--- config.mk ---
export PLATFORM = sky130hd
export DESIGN_NAME = opc_output_path
export DESIGN_NICKNAME = d
export VERILOG_FILES = /design/src/common/opc_pkg.sv /design/src/core/opc_output_path.sv
export VERILOG_INCLUDE_DIRS = /design/src /design/src/common
export SDC_FILE = /design/constraint.sdc
export NUM_CORES = 1
export LEC_CHECK = 0
export ABC_AREA = 1
export BUFFER_PORTS_ARGS = -buffer_cell sky130_fd_sc_hd__buf_2
export CORE_MARGIN = 5
export CORE_UTILIZATION = 42
export CTS_BUF_LIST = sky130_fd_sc_hd__clkbuf_8
export DETAILED_ROUTE_END_ITERATION = 16
export GPL_ROUTABILITY_DRIVEN = 0
export PLACE_DENSITY = 0.69
export SLEW_MARGIN = 15
export SYNTH_ARGS = -nofsm -noshare
export SYNTH_HDL_FRONTEND = slang
export SYNTH_SLANG_ARGS = --single-unit
--- constraint.sdc ---
create_clock -name mclk -period 7.56 [get_ports mclk]
set_input_delay 0.378 -clock mclk [delete_from_list [all_inputs] [get_ports mclk]]
set_output_delay 0.378 -clock mclk [all_outputs]
set_load 0.005 [all_outputs]
--- src/common/opc_regs.svh ---
// Offsets, field positions, reset values and timing counts of the
// output path control bank; included by the package and the core.
`ifndef OPC_REGS_SVH
`define OPC_REGS_SVH

`define OPC_ADDR_W        8
`define OPC_DATA_W        8
`define OPC_OFF_PAGE      8'h00
`define OPC_OFF_GAIN      8'h08
`define OPC_OFF_POWER     8'h09
`define OPC_OFF_CMODE     8'h0A
`define OPC_OFF_OCCFG     8'h0B
`define OPC_OFF_ROUTE     8'h0C
`define OPC_OFF_RSVD_LO   8'h0D
`define OPC_OFF_RSVD_HI   8'h0F
`define OPC_BANK_PAGE     8'h01
`define OPC_PAGE_RST      8'h00
`define OPC_OCCFG_RST     8'h10

`define OPC_B_SS_DIS      7
`define OPC_B_SS_DBL      6
`define OPC_B_HP_PWR      5
`define OPC_B_LEFT_ANALOG_INPUT        1
`define OPC_B_RIGHT_ANALOG_INPUT        0
`define OPC_B_CM_LOW      6
`define OPC_B_HALF_DRV    2
`define OPC_B_OC_KEEP     4
`define OPC_F_OC_DEB_HI   3
`define OPC_F_OC_DEB_LO   1
`define OPC_B_OC_OFF      0
`define OPC_F_ROUTE_HI    7
`define OPC_F_ROUTE_LO    4
`define OPC_B_DAC_HP      3
`define OPC_B_MIXP_ATT    2
`define OPC_B_L_ATT       1
`define OPC_B_R_ATT       0

`define OPC_CLK_PERIOD_NS 100
`define OPC_DEB_BASE_MS   8
`define OPC_DEB_BASE_CYC  (`OPC_DEB_BASE_MS * 1000000 / `OPC_CLK_PERIOD_NS)
`define OPC_CNT_W         24

`endif

--- src/common/opc_pkg.sv ---
// Types of the output path control bank.
// Assumes opc_regs.svh is on the include path.
`default_nettype none
`include "opc_regs.svh"

package opc_pkg;

  typedef enum logic [3:0] {
    OPC_RT_NONE  = 4'h0,
    OPC_RT_R_P   = 4'h4,
    OPC_RT_DIF_A = 4'h6,
    OPC_RT_L_A   = 4'h8,
    OPC_RT_DIF_B = 4'h9,
    OPC_RT_LR_HP = 4'hC
  } opc_route_e;

  typedef struct packed {
    logic [7:0]             page;
    logic                   ss_dis;
    logic                   ss_dbl;
    logic                   hp_pwr;
    logic                   left_analog_input;
    logic                   right_analog_input;
    logic                   cm_low;
    logic                   half_drv;
    logic                   oc_keep;
    logic [2:0]             oc_deb;
    logic                   oc_off;
    logic [3:0]             route;
    logic                   dac_hp;
    logic                   mixp_att;
    logic                   l_att;
    logic                   r_att;
    logic                   r_to_mixp;
    logic                   l_to_mixa;
    logic                   lr_to_hp;
    logic                   dif_to_spk;
    logic                   hp_on;
    logic [`OPC_CNT_W-1:0]  oc_cnt;
    logic                   oc_limit;
    logic                   oc_shut;
    logic [7:0]             rdata;
  } opc_state_s;

endpackage
`default_nettype wire

--- src/core/opc_output_path.sv ---
// Output path control register bank, page 1 offsets 0x08 to 0x0F,
// with the page select register and over-current debounce logic.
// Assumes a simple synchronous register port and a synchronous
// over-current detect level from the analog headphone driver.
//
// Behaviour
// - Gain-step bit 7 high disables soft-stepping of all gain stages.
// - Gain-step bit 6 high doubles soft-stepping time of all gain stages.
// - Power bit 5 powers the headphone output; resets to zero.
// - Power bit 1 enables the left analog input; resets to zero.
// - Power bit 0 enables the right analog input; resets to zero.
// - Common-mode bit 6 selects 0.75V when high, 0.9V when low.
// - Common-mode bit 2 high gives half headphone drive, else full.
// - Debounce field 3:1: zero means none, else 8ms doubling to 512ms.
// - Over-current bit 0: low limits current, high powers driver down.
// - Routing field 7:4 selects one analog route; unused codes route nothing.
// - Routing bit 3 connects converter output straight to headphone driver.
// - Routing bit 2 connects mixer P to the headphone attenuator.
// - Routing bit 1 routes left-input attenuator to headphone driver.
// - Routing bit 0 routes right-input attenuator to headphone driver.
// - Offset 0 selects the page; this bank answers only on page 1.
`timescale 1ns/1ps
`default_nettype none
`include "opc_regs.svh"

module opc_output_path
  import opc_pkg::*;
#(
  parameter int unsigned DEB_BASE_CYC = `OPC_DEB_BASE_CYC
)(
  input  wire logic       mclk,
  input  wire logic       rst,
  input  wire logic [7:0] addr,
  input  wire logic [7:0] wdata,
  input  wire logic       wr,
  input  wire logic       rd,
  output logic      [7:0] rdata,
  input  wire logic       oc_detect,
  output logic            softstep_disable,
  output logic            softstep_double,
  output logic            headphone_output_on,
  output logic            left_analog_input_en,
  output logic            right_analog_input_en,
  output logic            common_mode_low,
  output logic            headphone_half_drive,
  output logic            right_to_mixer_p,
  output logic            left_to_mixer_a,
  output logic            both_to_headphone_driver,
  output logic            diff_to_speaker_driver,
  output logic            converter_to_headphone,
  output logic            mixer_p_to_attenuator,
  output logic            left_atten_to_headphone,
  output logic            right_atten_to_headphone,
  output logic            headphone_current_limit,
  output logic            headphone_fault_off
);

  // ------------------------------------------------------------
  // Elaboration checks
  // ------------------------------------------------------------
  if (DEB_BASE_CYC < 1 || (64'(DEB_BASE_CYC) << 6) >= (64'd1 << `OPC_CNT_W))
  begin : g_bad_base
    $error("debounce base count does not fit the counter");
  end

  // ------------------------------------------------------------
  // Helpers
  // ------------------------------------------------------------
  // Cycles the detect must persist for a nonzero debounce code
  function automatic logic [`OPC_CNT_W-1:0] deb_limit(input logic [2:0] code);
    logic [`OPC_CNT_W-1:0] base;
    base = `OPC_CNT_W'(DEB_BASE_CYC);
    return base << (code - 3'h1);
  endfunction

  function automatic logic bank_hit(input logic [7:0] p, input logic [7:0] a,
                                    input logic [7:0] off);
    return (p == `OPC_BANK_PAGE) && (a == off);
  endfunction

  // ------------------------------------------------------------
  // State
  // ------------------------------------------------------------
  opc_state_s st;
  opc_state_s next_st;
  logic [7:0] rd_val;
  logic       oc_due;

  always_comb
  begin
    next_st = st;
    rd_val  = 8'h00;
    oc_due  = 1'b0;

    // Page select lives at offset 0 of every page
    if (wr && addr == `OPC_OFF_PAGE)
    begin
      next_st.page = wdata;
    end
    // Only writable bits are stored; reserved bits stay zero
    if (wr && bank_hit(st.page, addr, `OPC_OFF_GAIN))
    begin
      next_st.ss_dis = wdata[`OPC_B_SS_DIS];
      next_st.ss_dbl = wdata[`OPC_B_SS_DBL];
    end
    if (wr && bank_hit(st.page, addr, `OPC_OFF_POWER))
    begin
      next_st.hp_pwr = wdata[`OPC_B_HP_PWR];
      next_st.left_analog_input   = wdata[`OPC_B_LEFT_ANALOG_INPUT];
      next_st.right_analog_input   = wdata[`OPC_B_RIGHT_ANALOG_INPUT];
    end
    if (wr && bank_hit(st.page, addr, `OPC_OFF_CMODE))
    begin
      next_st.cm_low   = wdata[`OPC_B_CM_LOW];
      next_st.half_drv = wdata[`OPC_B_HALF_DRV];
    end
    // Bit 4 is stored as written, so a stray zero shows on readback
    if (wr && bank_hit(st.page, addr, `OPC_OFF_OCCFG))
    begin
      next_st.oc_keep = wdata[`OPC_B_OC_KEEP];
      next_st.oc_deb  = wdata[`OPC_F_OC_DEB_HI:`OPC_F_OC_DEB_LO];
      next_st.oc_off  = wdata[`OPC_B_OC_OFF];
    end
    if (wr && bank_hit(st.page, addr, `OPC_OFF_ROUTE))
    begin
      next_st.route    = wdata[`OPC_F_ROUTE_HI:`OPC_F_ROUTE_LO];
      next_st.dac_hp   = wdata[`OPC_B_DAC_HP];
      next_st.mixp_att = wdata[`OPC_B_MIXP_ATT];
      next_st.l_att    = wdata[`OPC_B_L_ATT];
      next_st.r_att    = wdata[`OPC_B_R_ATT];
    end

    // Route decode; unused codes route nothing
    next_st.r_to_mixp  = 1'b0;
    next_st.l_to_mixa  = 1'b0;
    next_st.lr_to_hp   = 1'b0;
    next_st.dif_to_spk = 1'b0;
    unique case (next_st.route)
      OPC_RT_R_P:   next_st.r_to_mixp  = 1'b1;
      OPC_RT_L_A:   next_st.l_to_mixa  = 1'b1;
      OPC_RT_LR_HP: next_st.lr_to_hp   = 1'b1;
      OPC_RT_DIF_A,
      OPC_RT_DIF_B: next_st.dif_to_spk = 1'b1;
      default:      next_st.dif_to_spk = 1'b0;
    endcase

    // Persistence counter, saturating, cleared when detect drops
    if (!oc_detect)
    begin
      next_st.oc_cnt = '0;
    end
    else if (st.oc_cnt != '1)
    begin
      next_st.oc_cnt = st.oc_cnt + `OPC_CNT_W'(1);
    end
    // Zero code acts at once, others after the doubling time
    oc_due = oc_detect && (st.oc_deb == 3'h0 || next_st.oc_cnt >= deb_limit(st.oc_deb));

    // Limit current while due, or latch a driver shutdown
    next_st.oc_limit = oc_due && !st.oc_off;
    // Shutdown holds until software clears the power bit; set wins
    if (oc_due && st.oc_off)
    begin
      next_st.oc_shut = 1'b1;
    end
    else if (!next_st.hp_pwr)
    begin
      next_st.oc_shut = 1'b0;
    end
    next_st.hp_on = next_st.hp_pwr && !next_st.oc_shut;

    // Read path; reserved bits and offsets read zero
    if (addr == `OPC_OFF_PAGE)
    begin
      rd_val = st.page;
    end
    else if (bank_hit(st.page, addr, `OPC_OFF_GAIN))
    begin
      rd_val = {st.ss_dis, st.ss_dbl, 6'h00};
    end
    else if (bank_hit(st.page, addr, `OPC_OFF_POWER))
    begin
      rd_val = {2'h0, st.hp_pwr, 3'h0, st.left_analog_input, st.right_analog_input};
    end
    else if (bank_hit(st.page, addr, `OPC_OFF_CMODE))
    begin
      rd_val = {1'b0, st.cm_low, 3'h0, st.half_drv, 2'h0};
    end
    else if (bank_hit(st.page, addr, `OPC_OFF_OCCFG))
    begin
      rd_val = {3'h0, st.oc_keep, st.oc_deb, st.oc_off};
    end
    else if (bank_hit(st.page, addr, `OPC_OFF_ROUTE))
    begin
      rd_val = {st.route, st.dac_hp, st.mixp_att, st.l_att, st.r_att};
    end
    next_st.rdata = rd ? rd_val : 8'h00;
  end

  always_ff @(posedge mclk)
  begin
    if (rst)
    begin
      st         <= '0;
      st.page    <= `OPC_PAGE_RST;
      st.oc_keep <= 1'(`OPC_OCCFG_RST >> `OPC_B_OC_KEEP);
    end
    else
    begin
      st <= next_st;
    end
  end

  // ------------------------------------------------------------
  // Outputs
  // ------------------------------------------------------------
  assign rdata                    = st.rdata;
  assign softstep_disable         = st.ss_dis;
  assign softstep_double          = st.ss_dbl;
  assign headphone_output_on      = st.hp_on;
  assign left_analog_input_en     = st.left_analog_input;
  assign right_analog_input_en    = st.right_analog_input;
  assign common_mode_low          = st.cm_low;
  assign headphone_half_drive     = st.half_drv;
  assign right_to_mixer_p         = st.r_to_mixp;
  assign left_to_mixer_a          = st.l_to_mixa;
  assign both_to_headphone_driver = st.lr_to_hp;
  assign diff_to_speaker_driver   = st.dif_to_spk;
  assign converter_to_headphone   = st.dac_hp;
  assign mixer_p_to_attenuator    = st.mixp_att;
  assign left_atten_to_headphone  = st.l_att;
  assign right_atten_to_headphone = st.r_att;
  assign headphone_current_limit  = st.oc_limit;
  assign headphone_fault_off      = st.oc_shut;
endmodule
`default_nettype wire

==> summary.md <==
| Metric | Value |
|---|---|
| Status | completed |
| Worst-path clk slew | 0.08 ns |
| Top FF cell, synth | dfxtp_1 |
| Crit-path cells | ha_1 > nand3_1 > nor2_1 > inv_1 > nor2_2 > nand2_2 > nand3b_1 > nand2_1 > inv_1 > ha_1 > nand2_1 > inv_1 > nand2_1 > nand2_1 > nand2_1 > nand2_1 > nand2_1 > nand4_1 > nand2_1 > a21oi_1 |
| MaxCap Viol Count | 0 |
| Sw Pwr | between 0.15 and 0.2 mW |
| Hold WC Path Type | input port to register |
| First-pass GRT wire length | roughly 19000 microns |
| Fin crit period | 2.95 ns |
| Total of fill cells in the finished design | 1034 |
| TritonCTS clock tree | yes |
| CP top delay family | simple AND/OR/NAND/NOR gates |
| Root Driver | clkbuf_8 |
| Detailed-route via count | 4163 |
| DP HPWL | 8620 microns |
| Row count | 37 |
| Final core occ | 46.5% |
| Clock Skew | 0.0108 ns |
| Area grow syn2layout | 9.62% |
| Cts bufs inserted | 9 |
| Pre-Repair DR Iteration Count | 6 |
| Synthesized cell area | between 0.004 and 0.005 sq mm |
| Combinational power share | 4.8% |
| Largest net degree at the start of global routing | 28 |
| CTS HTree Levels | 3 |
| Max VDD drop | 0.000114 V |
| Power per cell area | 136 mW/mm^2 |
| Setup_tns | 0 ns |
| Chip width | 111 microns |
| CP max stage delay | 0.43 ns |
| Final worst-path cycle share | 39.1% |
| Worst-Skew Late Latency | 0.35 ns |
| CP Class | register to register |
| Crit path DAT | 3.16 ns |
| Cts repair resizes | 0 |
| Vias per std cell | 5.12 |
| Critical Path End Type | register |
| Postcts setup bufs | 0 |
| Worst Path Max Fanout | 22 |
| Slew Limit Fails | 0 |
| Chip Height | 111 microns |
| Drc violations | 0 |
| Total Wirelength | 11000 microns |
| Unrepaired setup endpoints after global routing | false |
| Hold_buf cts | 0 |
| Clock power share | 40.0% |
| CP max-delay cell | dfxtp_1 |
| Diodes inserted | 0 |
| Relative slew slack | about two fifths |
| Slew @ Worst Pin | approximately 0.88 ns |
| 1st-iter DRT viols | around 330 |
| P_int | ~0.48 mW |
| Reg power frac | 55.3% |
| Pleak | between 2 and 2.5 nW |
| Clk sink count | 67 |
| Setup violations, final | 0 |
| Initial antenna violation count | 0 |
| Worst hold slack | 0.306 ns |
| Syn Nets | 684 |
| WP data required | 7.76 ns |
| Max Fclk | 0.339 GHz |
| Initial Util | a little over two fifths |
| Antenna Nets Post-Route | 0 |
| Grt ovf | 0 |
| Core ar. | a little over 0.01 sq mm |
| YS warnings | 0 |
| Number of flops mapped to enable cells by yosys | 0 |
| Crit-path most repeated cell | nand2_1 |
| Sequential share of the synthesized area | 31.2% |
| Layout cells sized above 1 | 14.9% |
| Die area | ~0.012 sq mm |
| Clock Tree Buf Depth | 2 |
| Wire length per cell | 13.6 microns |
| Final hold violation count | 0 |
| #FFs+latches synth | 67 |
| Fin nets | 719 |
| Syn_area_per_cell | 6.74 sq um |
| I/O pin count | 46 |
| WP buf/inv | 3 |
| Total GRT Usage | 18.2% |
| Vias in the first global route | between 3000 and 4000 |
| Distinct cells, synth | 42 |
| Switch share | 25.9% |
| I/O Buffers | 45 |
| Cell count after synthesis | 638 |
| Power, Total | 0.641 mW |
| Crit path launch type | register |
| Asr flop ratio synth | 0% |
cells by family (layout without fill, tap and decap cells):
kind of cell	count (synthesis)	count (layout)	synth area share [%]
AOI/OAI and AO/OA	83	83	10.4
xor gates and xnor gates	9	9	1.83
DFF	67	67	31.2
and+or+nand+nor	328	328	36.9
adders and majority gates	25	25	7.27
buffers and inverters	126	165	12.4
registers in the layout (all words and copies together), names as in the netlist:
name,count
right_analog_input_en,1
right_atten_to_headphone,1
converter_to_headphone,1
softstep_disable,1
both_to_headphone_driver,1
diff_to_speaker_driver,1
right_to_mixer_p,1
headphone_fault_off,1
headphone_half_drive,1
left_to_mixer_a,1
left_analog_input_en,1
left_atten_to_headphone,1
rdata,8
headphone_current_limit,1
common_mode_low,1
mixer_p_to_attenuator,1
softstep_double,1
headphone_output_on,1
st,42
cell type report:
cell class	count	area, sq um	area share [%]
Clock buffer	9	124	2.63
Clock inverter	6	35.0	0.743
Inverter	105	394	8.36
Multi-Input combinational cell	445	2430	51.5
Sequential cell	67	1340	28.4
Tap cell	136	170	3.61
Timing Repair Buffer	45	225	4.77
power by group through the flow:
| stage | Sequential [mW] | Clock (mW) | Combinational (mW) |
|---|---|---|---|
| detailed placement | 0.363 | 0 | 0.0302 |
| finish | 0.354 | 0.256 | 0.0305 |
| floorplan | 0.362 | 0 | 0.0173 |
| global route | 0.354 | 0.281 | 0.0335 |
| global placement | 0.362 | 0 | 0.0298 |
| CTS | 0.354 | 0.260 | 0.0303 |
worst reg2reg max path: cells and delay by family (launching register included):
kind	cells	cell delay (ns)
flops	1	0.43
fa+ha+maj	2	0.60
simple gates	14	1.54
compound gates	1	0.07
buf+inv	3	0.18
per-layer routing:
metal / wire length (microns) / up-vias / track usage (%) / part of all wire, %
met4: 282 / 0 / 7.06 / 2.6
met5: 0 / - / 0 / 0
met3: 621 / 25 / 3.44 / 5.6
met2: 4980 / 148 / 28.4 / 45
li1: - / 2110 / - / -
met1: 5130 / 1880 / 24.8 / 47
through the flow:
stage / cells / worst slack, ns / instance area (sq um)
2_1_floorplan: 638 / 5.17 / 4300
3_3_place_gp: 798 / 4.75 / 4560
3_5_place_dp: 798 / 4.64 / 4560
4_1_cts: 813 / 4.59 / 4720
5_1_grt: 813 / 4.28 / 4720
6_report: 813 / 4.61 / 4720
Yosys cell counts, types with 3 or more instances:
library cell | n | share of area, %
nand4_1 | 27 | 3.9
inv_2 | 4 | 0.35
buf_4 | 8 | 1.4
or2_2 | 5 | 0.73
buf_2 | 5 | 0.58
nor2_4 | 7 | 1.8
a21oi_1 | 38 | 4.4
o21ai_0 | 34 | 4.0
ha_1 | 25 | 7.3
xor2_1 | 7 | 1.4
clkbuf_1 | 5 | 0.44
nand3_2 | 3 | 0.70
o21ai_1 | 3 | 0.35
nor3_1 | 15 | 1.7
dfxtp_1 | 67 | 31
nor2_1 | 60 | 5.2
inv_1 | 101 | 8.8
nand2_2 | 7 | 1.0
nand3b_1 | 4 | 0.70
nand2_1 | 151 | 13
nor2_2 | 5 | 0.73
nand3_1 | 30 | 3.5
path summary, 6_finish.rpt:
check	startpoint	end	slack, ns	cells after the start
worst max-delay path	st[10]$_SDFF_PP0_	headphone_fault_off$_SDFF_PP0_	4.61	20
worst min-delay path	wdata[3]	st[50]$_SDFFE_PP0P_	0.31	3
worst max register to register	st[10]$_SDFF_PP0_	headphone_fault_off$_SDFF_PP0_	4.61	20
worst min register to register	st[61]$_SDFFE_PP0P_	st[61]$_SDFFE_PP0P_	0.47	2
cells in the final DEF (no fill, tap or decap), drive strengths merged, types with 2 or more instances in the layout:
master  Yosys  routed
nand2     158     158
inv       105     106
nor2       73      73
dfxtp      67      67
buf        15      45
a21oi      39      39
o21ai      37      37
nand3      35      35
nand4      29      29
ha         25      25
nor3       17      17
clkbuf      6       9
xor2        7       7
or2         7       7
nand3b      4       4
clkinv      0       4
xnor2       2       2
and2        2       2
a211oi      2       2
nor4        2       2
(Power assumes the default switching activity.)
